--- src/design/mfp_consts.vh ---
// Purpose: Constants for the motor fault protection block
// Assumes: 20 MHz core clock, register port with one-cycle read latency
// Notes: Offsets are word indices on the plain register port
// ======================================================================
// Overview of operation
// - Supply low: fault out, driver off, auto resume
// - Supply low sets sticky flag, cleared by 0
// - Supply low flag set after power-up
// - Pump low flag set after power-up
// - Registers stay usable during supply lockout
// - Below reset threshold all registers reset
// - Level select picks one of two thresholds
// - Overvoltage: fault out, force asynchronous rectification
// - Overvoltage clear: release, resync after 60 us
// - Overvoltage sets sticky flag, cleared by 0
// - FET drop above limit past filter: overcurrent
// - Sense comparator trip is also overcurrent
// - Overcurrent: fault, driver off, 5 ms retry
// - Overcurrent sets sticky flag, cleared by 0
// - Pump low: fault, driver off, auto resume
// - Pump low sets sticky flag, cleared by 0
// - Pump short: all off, 5 s retry cycle
// - Pump short sets sticky flag, cleared by 0
// - Overtemp: fault, disable, sticky flag
// - Retry set: re-enable 5 s after cooling
// - Retry clear: latched off until reset
// - Other flags also clear on reset or power cycle
// - Fault output active low open drain
`ifndef MFP_CONSTS_VH
`define MFP_CONSTS_VH

// ======================================================================
// Register indices
`define MFP_REG_FAULT 3'h0
`define MFP_REG_CTRL 3'h1
`define MFP_REG_STATE 3'h2

// ======================================================================
// Fault register fields
`define MFP_FLT_SUPLOW 0
`define MFP_FLT_SUPOVER 1
`define MFP_FLT_OVERCUR 2
`define MFP_FLT_PUMPLOW 3
`define MFP_FLT_PUMPSHORT 4
`define MFP_FLT_OVERTEMP 5
`define MFP_FLT_RESET 6'h09

// ======================================================================
// Control register fields
`define MFP_CTL_SYNCRECT 0
`define MFP_CTL_OVLEVEL 1
`define MFP_CTL_RETRY 2
`define MFP_CTL_DROPLIM_LO 3
`define MFP_CTL_DROPLIM_HI 4
`define MFP_CTL_FILT_LO 5
`define MFP_CTL_FILT_HI 6
`define MFP_CTL_RESET 7'h00

// ======================================================================
// Timing
`define MFP_CLK_HZ 20000000
`define MFP_OV_RESYNC_US 60
`define MFP_OC_RETRY_MS 5
`define MFP_LONG_RETRY_S 5
`define MFP_OV_RESYNC_CYC ((`MFP_CLK_HZ / 1000000) * `MFP_OV_RESYNC_US)
`define MFP_OC_RETRY_CYC ((`MFP_CLK_HZ / 1000) * `MFP_OC_RETRY_MS)
`define MFP_LONG_RETRY_CYC (`MFP_CLK_HZ * `MFP_LONG_RETRY_S)
// Deglitch choices in cycles for filter setting 0..3
`define MFP_FILT_CYC0 20
`define MFP_FILT_CYC1 40
`define MFP_FILT_CYC2 80
`define MFP_FILT_CYC3 160

`endif

--- src/design/mfp_motor_fault_protection.v ---
// Purpose: Fault supervision for a three-phase predriver
// Assumes: Comparator inputs already synchronous to clk
// Notes: Supply reset threshold acts as a second asynchronous reset
//
// The implementer's own choices: the placing of the registers and the address-and-strobe port.
`timescale 1ns/1ps
`default_nettype none
`include "mfp_consts.vh"

module mfp_motor_fault_protection #(
	parameter OC_RETRY_CYC = `MFP_OC_RETRY_CYC,
	parameter LONG_RETRY_CYC = `MFP_LONG_RETRY_CYC,
	parameter NUM_FET = 6
) (
	input wire clk,
	input wire nrst,
	input wire supplyResetLow,
	input wire [2:0] regAddr,
	input wire [15:0] regWrData,
	input wire regWrStb,
	input wire regRdStb,
	output reg [15:0] regRdData,
	input wire supplyUnder,
	input wire supplyOverLevel0,
	input wire supplyOverLevel1,
	input wire [NUM_FET-1:0] fetDropHigh0,
	input wire [NUM_FET-1:0] fetDropHigh1,
	input wire [NUM_FET-1:0] fetDropHigh2,
	input wire [NUM_FET-1:0] fetDropHigh3,
	input wire [NUM_FET-1:0] fetEnabled,
	input wire senseOverCur,
	input wire pumpLow,
	input wire pumpShort,
	input wire dieOverTemp,
	output wire faultFlagOutO,
	output wire faultFlagOutOe,
	output wire driverEnable,
	output wire pumpEnable,
	output wire syncRectifyActive
);

	// ==================================================================
	// Reset: pin or supply below reset threshold
	wire rstN;
	assign rstN = nrst & ~supplyResetLow;

	// ==================================================================
	// Registers
	reg [5:0] faultFlag_q;
	reg [6:0] ctrl_q;
	wire syncRectifyEn;
	wire overvoltLevelSel;
	wire retryEn;
	wire [1:0] fetDropLimitSel;
	wire [1:0] overcurrentFilterTime;
	assign syncRectifyEn = ctrl_q[`MFP_CTL_SYNCRECT];
	assign overvoltLevelSel = ctrl_q[`MFP_CTL_OVLEVEL];
	assign retryEn = ctrl_q[`MFP_CTL_RETRY];
	assign fetDropLimitSel = ctrl_q[`MFP_CTL_DROPLIM_HI:`MFP_CTL_DROPLIM_LO];
	assign overcurrentFilterTime = ctrl_q[`MFP_CTL_FILT_HI:`MFP_CTL_FILT_LO];

	// ==================================================================
	// Overvoltage and resync delay
	// Resync delay held as an integer so the counter width is cut on purpose
	localparam integer OV_RESYNC_CYC = `MFP_OV_RESYNC_CYC;
	wire ovEvent;
	reg [11:0] ovCnt_q;
	reg ovHold_q;
	assign ovEvent = overvoltLevelSel ? supplyOverLevel1 : supplyOverLevel0;

	always @(posedge clk or negedge rstN) begin
		if (!rstN) begin
			ovHold_q <= 1'b0;
			ovCnt_q <= 12'h000;
		end else if (ovEvent) begin
			ovHold_q <= 1'b1;
			ovCnt_q <= 12'h000;
		end else if (ovHold_q) begin
			if (ovCnt_q >= OV_RESYNC_CYC[11:0] - 12'h001) begin
				ovHold_q <= 1'b0;
			end
			ovCnt_q <= ovCnt_q + 12'h001;
		end
	end
	// Async rectification held while over, then for the resync delay
	assign syncRectifyActive = syncRectifyEn & ~ovEvent & ~ovHold_q;

	// ==================================================================
	// Overcurrent detection with per-FET deglitch
	function [7:0] filtCycles;
		input [1:0] sel;
		begin
			case (sel)
				2'd0: filtCycles = 8'd`MFP_FILT_CYC0;
				2'd1: filtCycles = 8'd`MFP_FILT_CYC1;
				2'd2: filtCycles = 8'd`MFP_FILT_CYC2;
				default: filtCycles = 8'd`MFP_FILT_CYC3;
			endcase
		end
	endfunction

	wire [7:0] filtLimit;
	wire [NUM_FET-1:0] fetTrip;
	assign filtLimit = filtCycles(overcurrentFilterTime);

	genvar g;
	generate
		for (g = 0; g < NUM_FET; g = g + 1) begin : fetMon
			reg [7:0] cnt_q;
			wire over;
			assign over = fetEnabled[g] & ((fetDropLimitSel == 2'd0) ? fetDropHigh0[g] :
				(fetDropLimitSel == 2'd1) ? fetDropHigh1[g] :
				(fetDropLimitSel == 2'd2) ? fetDropHigh2[g] : fetDropHigh3[g]);
			always @(posedge clk or negedge rstN) begin
				if (!rstN) begin
					cnt_q <= 8'h00;
				end else if (!over) begin
					cnt_q <= 8'h00;
				end else if (cnt_q <= filtLimit) begin
					cnt_q <= cnt_q + 8'h01;
				end
			end
			assign fetTrip[g] = over & (cnt_q >= filtLimit);
		end
	endgenerate

	wire ocEvent;
	assign ocEvent = (|fetTrip) | senseOverCur;

	// ==================================================================
	// Retry timers
	reg [22:0] ocCnt_q;
	reg ocHold_q;
	always @(posedge clk or negedge rstN) begin
		if (!rstN) begin
			ocHold_q <= 1'b0;
			ocCnt_q <= 23'h000000;
		end else if (ocEvent && !ocHold_q) begin
			ocHold_q <= 1'b1;
			ocCnt_q <= 23'h000000;
		end else if (ocHold_q) begin
			if (ocCnt_q >= OC_RETRY_CYC[22:0] - 23'h000001) begin
				ocHold_q <= 1'b0;
			end
			ocCnt_q <= ocCnt_q + 23'h000001;
		end
	end

	// Short retry: pump off for the whole hold, then a fresh look
	reg [27:0] scCnt_q;
	reg scHold_q;
	always @(posedge clk or negedge rstN) begin
		if (!rstN) begin
			scHold_q <= 1'b0;
			scCnt_q <= 28'h0000000;
		end else if (pumpShort && !scHold_q) begin
			scHold_q <= 1'b1;
			scCnt_q <= 28'h0000000;
		end else if (scHold_q) begin
			if (scCnt_q >= LONG_RETRY_CYC[27:0] - 28'h0000001) begin
				scHold_q <= 1'b0;
			end
			scCnt_q <= scCnt_q + 28'h0000001;
		end
	end

	// Overtemperature: states
	localparam OT_RUN = 2'b00;
	localparam OT_HOT = 2'b01;
	localparam OT_WAIT = 2'b10;
	localparam OT_LATCH = 2'b11;
	reg [1:0] otState_q;
	reg [27:0] otCnt_q;
	always @(posedge clk or negedge rstN) begin
		if (!rstN) begin
			otState_q <= OT_RUN;
			otCnt_q <= 28'h0000000;
		end else begin
			case (otState_q)
				OT_RUN: begin
					if (dieOverTemp) begin
						otState_q <= OT_HOT;
					end
				end
				OT_HOT: begin
					otCnt_q <= 28'h0000000;
					if (!dieOverTemp) begin
						otState_q <= retryEn ? OT_WAIT : OT_LATCH;
					end
				end
				OT_WAIT: begin
					if (dieOverTemp) begin
						otState_q <= OT_HOT;
					end else if (otCnt_q >= LONG_RETRY_CYC[27:0] - 28'h0000001) begin
						otState_q <= OT_RUN;
					end else begin
						otCnt_q <= otCnt_q + 28'h0000001;
					end
				end
				OT_LATCH: begin
					otState_q <= OT_LATCH;
				end
				default: begin
					otState_q <= OT_RUN;
				end
			endcase
		end
	end
	wire otActive;
	assign otActive = (otState_q != OT_RUN);

	// ==================================================================
	// Outputs
	wire anyFault;
	assign anyFault = supplyUnder | ovEvent | ocHold_q | ocEvent | pumpLow |
		scHold_q | pumpShort | otActive;
	assign faultFlagOutO = 1'b0;
	assign faultFlagOutOe = anyFault;
	assign driverEnable = ~(supplyUnder | ocEvent | ocHold_q | pumpLow |
		pumpShort | scHold_q | otActive);
	assign pumpEnable = ~(pumpShort | scHold_q | otActive);

	// ==================================================================
	// Register port, live during lockout
	wire [5:0] faultSet;
	assign faultSet = {otState_q == OT_HOT, pumpShort, pumpLow, ocEvent, ovEvent,
		supplyUnder};
	wire faultWr;
	wire ctrlWr;
	assign faultWr = regWrStb && (regAddr == `MFP_REG_FAULT);
	assign ctrlWr = regWrStb && (regAddr == `MFP_REG_CTRL);

	always @(posedge clk or negedge rstN) begin
		if (!rstN) begin
			faultFlag_q <= `MFP_FLT_RESET;
			ctrl_q <= `MFP_CTL_RESET;
		end else begin
			// Set wins over a simultaneous clear; writing 1 keeps the bit
			if (faultWr) begin
				faultFlag_q <= (faultFlag_q & regWrData[5:0]) | faultSet;
			end else begin
				faultFlag_q <= faultFlag_q | faultSet;
			end
			if (ctrlWr) begin
				ctrl_q <= regWrData[6:0];
			end
		end
	end

	always @(posedge clk or negedge rstN) begin
		if (!rstN) begin
			regRdData <= 16'h0000;
		end else if (regRdStb) begin
			case (regAddr)
				`MFP_REG_FAULT: regRdData <= {10'h000, faultFlag_q};
				`MFP_REG_CTRL: regRdData <= {9'h000, ctrl_q};
				`MFP_REG_STATE: regRdData <= {9'h000, otState_q, scHold_q, ocHold_q,
					ovHold_q, anyFault, ~driverEnable};
				default: regRdData <= 16'h0000;
			endcase
		end else begin
			regRdData <= 16'h0000;
		end
	end

endmodule
`default_nettype wire

--- config.mk ---
export PLATFORM = sky130hd
export DESIGN_NAME = mfp_motor_fault_protection
export DESIGN_NICKNAME = d
export VERILOG_FILES = /design/src/design/mfp_motor_fault_protection.v
export VERILOG_INCLUDE_DIRS = /design/src /design/src/design
export SDC_FILE = /design/constraint.sdc
export NUM_CORES = 1
export LEC_CHECK = 0
export BUFFER_PORTS_ARGS = -buffer_cell sky130_fd_sc_hd__buf_2
export CORE_MARGIN = 2
export CORE_UTILIZATION = 45
export DETAILED_ROUTE_END_ITERATION = 8
export SETUP_SLACK_MARGIN = 0.02
export SLEW_MARGIN = 20
export SYNTH_ARGS = -nofsm -noshare
export SYNTH_HDL_FRONTEND = slang
export SYNTH_SLANG_ARGS = --single-unit
--- constraint.sdc ---
create_clock -name clk -period 13.8 [get_ports clk]
set_input_delay 2.07 -clock clk [delete_from_list [all_inputs] [get_ports clk]]
set_output_delay 2.07 -clock clk [all_outputs]
set_load 0.1 [all_outputs]
==> results_dict.tcl, run 1 <==
set metrics [dict create \
    cts_hold_buf 0 \
    grt_max_degree 165 \
    finalPower_mw 1.328 \
    r2r_slack_ns 9.93 \
    rsz0062_at_grt "no" \
    grt_pass1_wl_microns 34270 \
    cts_sinks 164 \
    hold_viol 0 \
    async_flop_share_pct 100.0 \
    start_util_pct 45.78 \
    ir_drop_uv 88.14 \
    drv_cap 0 \
    drc 0 \
    die_x_microns 150.0 \
    yosys_most_used_dff "dfrtp_1" \
    power.density_nw_per_um2 123.9 \
    rows 53 \
    die_height_microns 150.0 \
    worst_setup_path_start_kind "flip-flop" \
    status "finished clean" \
    cts_buffers 17 \
    routed_wl_microns 20190 \
    crit_fanout 20 \
    fill_cells 2002 \
    maxSlewHeadroom_pct 32.65 \
    p_clk_share_pct 35.4 \
    crit_buf_inv 2 \
    leakagePower_nw 4.602 \
    path_cells "inv_2 > nand2_1 > ha_1 > a31o_2 > a221oi_1 > o21ai_1 > a32oi_1 > nand3_1 > nor3_1 > buf_2" \
    skew_ns 0.01305 \
    p_sw_uw 450.0 \
    pin_count 82 \
    cp.arrival_ns 4.34 \
    synth_top_area_cell "dfrtp_1" \
    antennaDiodeCount 0 \
    syn2layout_area_growth_pct 11.74 \
    fin_crit_ns 6.411 \
    globalRouteOverflowTotal 0 \
    synth_cells 1014 \
    fmax_mhz 156.0 \
    place_congestion 0.8008 \
    post-place-cells 1324 \
    ctsResizeCount 0 \
    synth-seq-cells 164 \
    r2r_start "ctrl_q[5]" \
    cpPeakStageDelay_ns 0.90 \
    wl_per_cell_microns 14.89 \
    maxSlewViolCount 0 \
    core-area_sq_um 20960 \
    post-cts-setup-buffers 0 \
    synth-seq-area-share_pct 42.80 \
    clkTransAtPathRegs_ns 0.07 \
    firstDrtPassIters 5 \
    grt_pass1_vias 6989 \
    combPwrFrac_pct 20.6 \
    yosys-top-cells-area "dfrtp_1, ha_1, nor2_1" \
    nNetsFinal 1175 \
    clockRootBuffer "clkbuf_16" \
    fin_crit_sh_pct 46.45 \
    dp_hpwl_microns 13930 \
    grt_util_all_layers_pct 19.06 \
    dieArea_sq_um 22500 \
    seqPwrFrac_pct 44.0 \
    finalSetupViolations 0 \
    dr_total_vias 7375 \
    p_int_uw 877.7 \
    hold_path.class "flip-flop to flip-flop" \
    syn-cell-area_sq_um 9594 \
    drt_iter0_drc 324 \
    yosysWarnings 0 \
    drive_gt1_share_pct 13.41 \
    synth_top_area_share_pct 42.25 \
    cp_top_family "compound AO/OA/AOI/OAI gates" \
    worst_path_max_delay_cell "dfrtp_1" \
    clk_latency_ns 0.44 \
    final_cells 1356 \
    max_slew.worst_pin.slew_ns 0.9959 \
    portBuffers 62 \
    synth_edf_count 0 \
    synth_cell_types 87 \
    end_kind "output port" \
    crit_type "flip-flop to output port" \
    avgSynthCellArea_sq_um 9.462 \
    htreeDepth 4 \
    worstPathRequired_ns 11.73 \
    worstHoldStart "faultFlag_q[0]" \
    p_sw_share_pct 33.89 \
    place_area_sq_um 10130 \
    antenna_found_initial 1 \
    tns_ns 0 \
    antenna_left 0 \
    via_per_inst 5.439 \
    clockBufferDepth 2 \
    tritoncts "yes" \
    final_core_util_pct 51.16 \
    stdcell_area_sq_um 10720 \
    crit_start "ctrl_q[5]" \
]
worst min-delay path: stages (launching register included):
cell and delay [ns]:
dfstp_2 0.37, o21ai_0 0.06, nand2b_1 0.05
per-stage QoR:
| stage | worst slack (ns) | hold WS (ns) |
|---|---|---|
| 2_1_floorplan | 1.347 | 0.4494 |
| 3_3_place_gp | 7.489 | 0.4717 |
| 3_5_place_dp | 7.533 | 0.4764 |
| 4_1_cts | 7.275 | 0.4868 |
| 5_1_grt | 7.005 | 0.4919 |
| 6_report | 7.389 | 0.4845 |
layout by cell type, fill, tap and decap left out, types with 4 or more instances in the layout:
cell       instances
dfrtp_1          162
nand4b_1           5
nand3_1           64
o211a_1            5
mux2i_1           19
nor2b_1           11
inv_8              5
and2_1             7
inv_1             38
o21ai_1           13
or4_1              6
and3_1            21
xnor2_1           45
a31o_1             5
or3_1             13
nand2b_1           9
buf_2             62
o31ai_1            8
clkbuf_16         17
nor2_1           116
nor4_1             4
nand4_1           28
xor2_1            31
conb_1            10
mux4_2             5
o2111ai_1          5
nor3_1            20
mux2_2             7
a31o_2             5
a21oi_1           30
o211ai_1           8
ha_1              46
o21ai_0           54
and4_1             6
a211oi_1           4
or2_2              7
nand2_1           93
power groups by stage:
stage | Combinational (mW) | Sequential [mW] | Clock, mW
floorplan | 0.224 | 0.576 | 0
global placement | 0.271 | 0.592 | 0
detailed placement | 0.277 | 0.593 | 0
CTS | 0.278 | 0.584 | 0.483
global route | 0.312 | 0.592 | 0.506
finish | 0.273 | 0.585 | 0.470
path summary, 6_finish.rpt:
kind,to,depth (start not counted)
max,driverEnable,10
min,faultFlag_q[0],2
max reg2reg,ocCnt_q[6],9
min reg2reg,faultFlag_q[0],2
max in group asynchronous,ocCnt_q[21],3
min in group asynchronous,fetMon[3].cnt_q[0],3
synthesized netlist by cell type, drive strengths merged, types with 4 or more instances:
library cell    n
a211oi          4
xnor2          45
nor4            8
nor2          116
o211a           5
and4            6
dfrtp         162
nand2          95
or3            13
inv            39
nand2b          9
nand4b          5
ha             46
nor4b           4
o211ai          8
or4             7
o2111ai         5
o21ai          67
o31ai           8
a21oi          30
clkbuf         18
nand3          65
nor3           22
mux2            7
and2            8
buf            19
or2             7
and3           21
a31o           10
nor2b          12
nand4          28
xor2           31
mux2i          19
mux4            5
per-layer routing:
metal	wire length, microns	share of wire [%]	global-route usage, %	vias up
met5	0	0	0	-
met4	211	1.0	5.660	0
met3	650	3.2	3.689	21
met2	9208	46	29.93	98
met1	10120	50	26.79	3532
li1	-	-	-	3724
state kept, by name, summed over array words and instances (netlist names):
name and count:
scHold_q 1, ocHold_q 1, otCnt_q 28, scCnt_q 28, ocCnt_q 23, ovHold_q 1
ovCnt_q 12, fetMon.cnt_q 48, otState_q 2, regRdData 7, faultFlag_q 6, ctrl_q 7
area by class of cell:
| cell class | count | area (sq um) | area share [%] |
|---|---|---|---|
| multi-input cells | 783 | 5206 | 48.56 |
| repair buffers | 63 | 330.3 | 3.081 |
| flip-flops and latches | 164 | 4106 | 38.31 |
| well taps | 275 | 344.1 | 3.210 |
| inverters | 39 | 146.4 | 1.366 |
| clock buffers | 17 | 425.4 | 3.968 |
| clock inverters | 15 | 161.4 | 1.506 |
logic make-up (layout without fill, tap and decap cells):
group / after synthesis / count (layout) / synth area share, %
and+or+nand+nor: 438 / 438 / 23.57
AOI/OAI and AO/OA: 181 / 181 / 13.15
DFF: 164 / 164 / 42.80
xor gates and xnor gates: 76 / 76 / 6.938
buffers and inverters: 76 / 134 / 3.430
adders and majority gates: 47 / 47 / 6.103
muxes: 31 / 31 / 3.978
other: 1 / 10 / 0.03909
Power figures use the tool's default switching activity.
==> run 2: changes to the inputs <==
- ABC_AREA: unset -> 1
- PLACE_DENSITY: unset -> 0.65
- clock period: 13.8 -> 5.6 ns (I/O delays scaled with it)
==> results_dict.tcl, run 2 <==
set metrics [dict create \
    top_register "fetMon.cnt_q" \
    fin_crit_ns 4.744 \
    ctsResizeCount 0 \
    power.density_nw_per_um2 299.9 \
    firstDrtPassIters 5 \
    worst_setup_path_start_kind "flip-flop" \
    synth_edf_count 0 \
    finalSetupViolations 0 \
    muxShareOfSynthArea_pct 0.5200 \
    htreeDepth 4 \
    synth_top_area_cell "dfrtp_1" \
    multi_input_area_sq_um 4947 \
    maxSlewHeadroom_pct 40.87 \
    synth-seq-cells 164 \
    yosys_most_used_dff "dfrtp_1" \
    hold_viol 0 \
    place_congestion 0.9151 \
    synth_most_common_cell "nand2_1" \
    synth_top_family_by_area "simple AND/OR/NAND/NOR gates" \
    synth-xor-area-share_pct 2.308 \
    synth_fa_ha_area_share_pct 5.835 \
    cts_sinks 164 \
    drv_cap 0 \
    cp.arrival_ns 3.90 \
    clk_latency_ns 0.44 \
    tns_ns 0 \
    grt_busiest_layer "met2" \
    nNetsFinal 1432 \
    clockBufferDepth 2 \
    grt_pass1_vias 8020 \
    clkTransAtPathRegs_ns 0.07 \
    cts_buffers 17 \
    rsz0062_at_grt "no" \
    grt_util_all_layers_pct 19.60 \
    largest_register_ffs 48 \
    dr_total_vias 8400 \
    clockRootBuffer "clkbuf_16" \
    wl_per_cell_microns 13.68 \
    status "finished clean" \
    rows 54 \
    post-cts-setup-buffers 0 \
    pin_count 82 \
    syn-cell-area_sq_um 9864 \
    cts_hold_buf 0 \
    die_height_microns 152.1 \
    synth-seq-area-share_pct 41.63 \
    async_flop_share_pct 100.0 \
    yosysWarnings 0 \
    finalPower_mw 3.281 \
    leakagePower_nw 5.066 \
    crit_fanout 21 \
    tritoncts "yes" \
    dpl_worst_slack_ns 1.346 \
    antennaDiodeCount 0 \
    cpPeakStageDelay_ns 0.89 \
    syn2layout_area_growth_pct 10.88 \
    maxSlewViolCount 0 \
    grt_max_degree 165 \
    start_util_pct 45.48 \
    fmax_mhz 210.8 \
    r2r_cells 12 \
    final_core_util_pct 50.43 \
    crit_type "flip-flop to output port" \
    fill_cells 2104 \
    final_common_cell "nand2_1" \
    grtUsageMet2_pct 31.92 \
    hold_path.class "flip-flop to flip-flop" \
    die_x_microns 152.1 \
    yosys.area_share.simple_pct 27.75 \
    dp_hpwl_microns 15910 \
    core-area_sq_um 21690 \
    grt_pass1_wl_microns 37710 \
    dieArea_sq_um 23120 \
    drt_iter0_drc 471 \
    end_kind "output port" \
    worst_path_max_delay_cell "dfrtp_1" \
    final_cell_mix "nand2_1, dfrtp_1, inv_1, nor2_1, nand3_1" \
    gr-usage-met1_pct 26.46 \
    layout_setup_ws_ns 0.8564 \
    netlist_top_cells_count "nand2_1, dfrtp_1, inv_1" \
    path_cells "nand2_1 > ha_1 > a21oi_1 > a21boi_0 > nand2_1 > nor2_1 > nor2_1 > nor2_2 > nand2_2 > nor2_2 > nand2_2 > inv_1 > buf_2" \
    fin_crit_sh_pct 84.71 \
    yosys-top-cells-area "dfrtp_1, nand2_1, inv_1" \
    max_slew.worst_pin.slew_ns 0.8837 \
    routed_wl_microns 22130 \
    via_per_inst 5.192 \
    portBuffers 62 \
    drc 0 \
    synth_compound_area_share_pct 13.25 \
    reg_top3 "fetMon.cnt_q x48, otCnt_q x28, scCnt_q x28" \
    antenna_left 0 \
    met3_usage_pct 4.079 \
    ir_drop_uv 228.0 \
    synth_top_area_share_pct 41.10 \
    skew_ns 0.01346 \
    synth_cell_types 62 \
    hold_depth 1 \
    regArea_sq_um 4106 \
    drive_gt1_share_pct 10.91 \
    worstPathRequired_ns 4.76 \
    synth_cells 1264 \
    antenna_found_initial 1 \
    globalRouteOverflowTotal 0 \
    avgSynthCellArea_sq_um 7.804 \
]
## run 2: cell types whose count changed in the layout (fill, tap and decap cells not counted), moves of 15 or more
cell     previous run  this run
a21oi_1            30        60
and3_1             21         3
inv_1              38       159
mux2i_1            19         4
nand2_1            93       253
nand3_1            64       104
nor3_1             20        44
o21ai_0            54        74
xnor2_1            45         4
## run 2: through the flow
step / instances / hold slack (ns) / cell area (sq um)
4_1_cts: 1618 / 0.4730 / 10940
3_5_place_dp: 1586 / 0.4605 / 10360
2_1_floorplan: 1273 / 0.4392 / 9906
5_1_grt: 1618 / 0.4912 / 10940
3_3_place_gp: 1586 / 0.4548 / 10360
6_report: 1618 / 0.4740 / 10940
## run 2: worst paths after layout
check / startpoint / end / slack, ns
max in group asynchronous: supplyResetLow / otCnt_q[9] / 4.25
min in group asynchronous: nrst / ocCnt_q[17] / 0.70
min reg2reg: ocCnt_q[22] / ocCnt_q[22] / 0.47
min: ocCnt_q[22] / ocCnt_q[22] / 0.47
max reg2reg: ctrl_q[5] / ocCnt_q[8] / 2.24
max: ctrl_q[5] / driverEnable / 0.86
## run 2: cells by family (layout without fill, tap and decap cells)
kind of cell    after synthesis  after routing
simple gates                611            611
compound gates              215            215
buf+inv                     196            261
flops                       164            164
fa+ha+maj                    46             46
xor+xnor                     26             26
mux                           5              5
other cells                   1             10
## run 2: report_power, final
group | internal [mW] | switching (mW)
sequential | 1.29 | 0.112
clock | 0.602 | 0.550
combinational | 0.215 | 0.514
total | 2.10 | 1.18
## run 2: worst max-delay path, delay by kind of cell (launching register included)
| kind | cells | cell delay [ns] |
|---|---|---|
| flops | 1 | 0.89 |
| simple gates | 8 | 1.18 |
| fa+ha+maj | 1 | 0.41 |
| compound gates | 2 | 0.43 |
| buf+inv | 2 | 0.55 |
## run 2: layer usage
| layer | vias to the layer above | part of all wire [%] |
|---|---|---|
| li1 | 4324 | - |
| met1 | 3930 | 48 |
| met2 | 111 | 47 |
| met3 | 33 | 2.9 |
| met4 | 2 | 1.8 |
| met5 | - | 0.059 |
## run 2: cell type report
cell class	count	share of cell area, %
timing repair buffer	63	3.020
clock inverter	14	1.224
multi-input combinational	913	45.23
clock buffer	18	4.015
tap	280	3.203
inverter	166	5.765
sequential	164	37.54
==> run 3: changes to the inputs <==
- PLACE_DENSITY: 0.65 -> unset
- clock period: 5.6 -> 4.6 ns (I/O delays scaled with it)
==> results_dict.tcl, run 3 (synthesized netlist as in run 2, its figures left out) <==
set metrics [dict create \
    status "finished clean" \
    die_x_microns 152.1 \
    portBuffers 62 \
    r2r_cells 14 \
    hold_path.class "input pin to asynchronous set/reset pin" \
    drive_gt1_share_pct 11.29 \
    fin_crit_sh_pct 91.64 \
    firstDrtPassIters 5 \
    cts_hold_buf 0 \
    fmax_mhz 237.2 \
    clockRootBuffer "clkbuf_16" \
    place_congestion 0.8396 \
    drt_iter0_drc 478 \
    globalRouteOverflowTotal 0 \
    leakagePower_nw 5.121 \
    dr_total_vias 8330 \
    start_util_pct 45.48 \
    r2r_start "ctrl_q[5]" \
    antenna_left 0 \
    maxSlewViolCount 0 \
    grt_max_degree 78 \
    rows 54 \
    ir_drop_uv 241.3 \
    pin_count 82 \
    tns_ns 0 \
    regArea_sq_um 4108 \
    maxSlewHeadroom_pct 49.81 \
    final_common_cell "nand2_1" \
    crit_fanout 11 \
    r2r_slack_ns 1.59 \
    cts_sinks 164 \
    via_per_inst 5.120 \
    antenna_found_initial 1 \
    largest_register_ffs 48 \
    core-area_sq_um 21690 \
    crit_type "flip-flop to output port" \
    cp.arrival_ns 3.53 \
    routed_wl_microns 22150 \
    fill_cells 2092 \
    end_kind "output port" \
    r2r_end "ocCnt_q[8]" \
    dp_hpwl_microns 16220 \
    dieArea_sq_um 23120 \
    worstPathRequired_ns 3.91 \
    worst_setup_path_start_kind "flip-flop" \
    power.density_nw_per_um2 366.8 \
    final_cell_mix "nand2_1, dfrtp_1, inv_1, nor2_1, nand3_1" \
    grt_pass1_wl_microns 37860 \
    multi_input_area_sq_um 4947 \
    clkTransAtPathRegs_ns 0.06 \
    fin_crit_ns 4.215 \
    drv_cap 0 \
    grt_pass1_vias 7818 \
    htreeDepth 4 \
    reg_top3 "fetMon.cnt_q x48, otCnt_q x28, scCnt_q x28" \
    wl_per_cell_microns 13.62 \
    skew_ns 0.009498 \
    rsz0062_at_grt "no" \
    top_register "fetMon.cnt_q" \
    cts_buffers 17 \
    tritoncts "yes" \
    syn2layout_area_growth_pct 12.01 \
    die_height_microns 152.1 \
    drc 0 \
    finalSetupViolations 0 \
    max_slew.worst_pin.slew_ns 0.7510 \
    layout_setup_ws_ns 0.3846 \
    dpl_worst_slack_ns 0.7843 \
    hold_viol 0 \
    clk_latency_ns 0.43 \
    nNetsFinal 1440 \
    clockBufferDepth 2 \
    grt_util_all_layers_pct 19.76 \
]
[run 3: changes by cell type in the layout (fill, tap and decap cells not counted), moves of 2 or more]
| cell | change |
|---|---|
| buf_4 | +6 |
| bufinv_16 | +2 |
| clkbuf_1 | +3 |
| clkinv_4 | +4 |
| inv_6 | -6 |
| inv_8 | -3 |
[run 3: report_power, final]
group	internal [mW]	switching, mW
Sequential	1.57	0.131
Clock	0.833	0.601
Combinational	0.282	0.637
Total	2.68	1.37
[run 3: how the worst max path moves through the flow]
| stage | startpoint | end | slack, ns | depth (start not counted) |
|---|---|---|---|---|
| final | ctrl_q[5] | driverEnable | 0.38 | 15 |
| after global placement | ctrl_q[5] | driverEnable | 0.81 | 13 |
| after detailed placement | ctrl_q[5] | driverEnable | 0.78 | 13 |
| after CTS | ctrl_q[5] | driverEnable | 0.23 | 13 |
| after global routing | ctrl_q[5] | driverEnable | 0.08 | 15 |
| after floorplan | nrst | ctrl_q[0] | 0.67 | 2 |
[run 3: final cells by class]
class	count	area share (%)
repair buffers	71	3.827
flip-flops and latches	164	37.18
well taps	280	3.171
clock buffers	22	4.201
clock inverters	10	1.121
inverters	166	5.707
multi-input cells	913	44.77
diodes	1	0.02265
[run 3: through the flow]
stage / cell area, sq um / instances / hold slack (ns) / power (mW) / util (%)
after CTS: 11020 / 1625 / 0.4476 / 4.096 / 50.79
after detailed placement: 10430 / 1593 / 0.4673 / 2.651 / 48.08
final: 11050 / 1627 / 0.3667 / 4.053 / 50.95
after global routing: 11050 / 1627 / 0.4051 / 4.315 / 50.95
after global placement: 10430 / 1593 / 0.4605 / 2.630 / 48.08
after floorplan: 9906 / 1273 / 0.4392 / 2.451 / -
[run 3: repair_timing]
action,CTS,global route
setup endpoints to repair,0,2
gates resized for setup,0,2
buffers inserted,0,0
[run 3: worst max-delay path, stage by stage, from the launching register on]
cell	delay, ns
dfrtp_2	0.52
inv_4	0.18
nand2_1	0.26
ha_1	0.36
nand2_1	0.06
a21oi_1	0.05
a21boi_0	0.27
nand3_1	0.16
nand2_1	0.11
nand2_1	0.06
nor2_2	0.16
nand2_2	0.10
nor2_2	0.18
nand2_2	0.09
inv_1	0.10
buf_2	0.43
[run 3: per-layer routing]
layer	routed length, microns	global-route usage (%)	part of all wire, %
met4	329	5.340	1.5
met5	0	0	0
met1	10810	27.71	49
met3	704	3.565	3.2
met2	10310	31.68	47
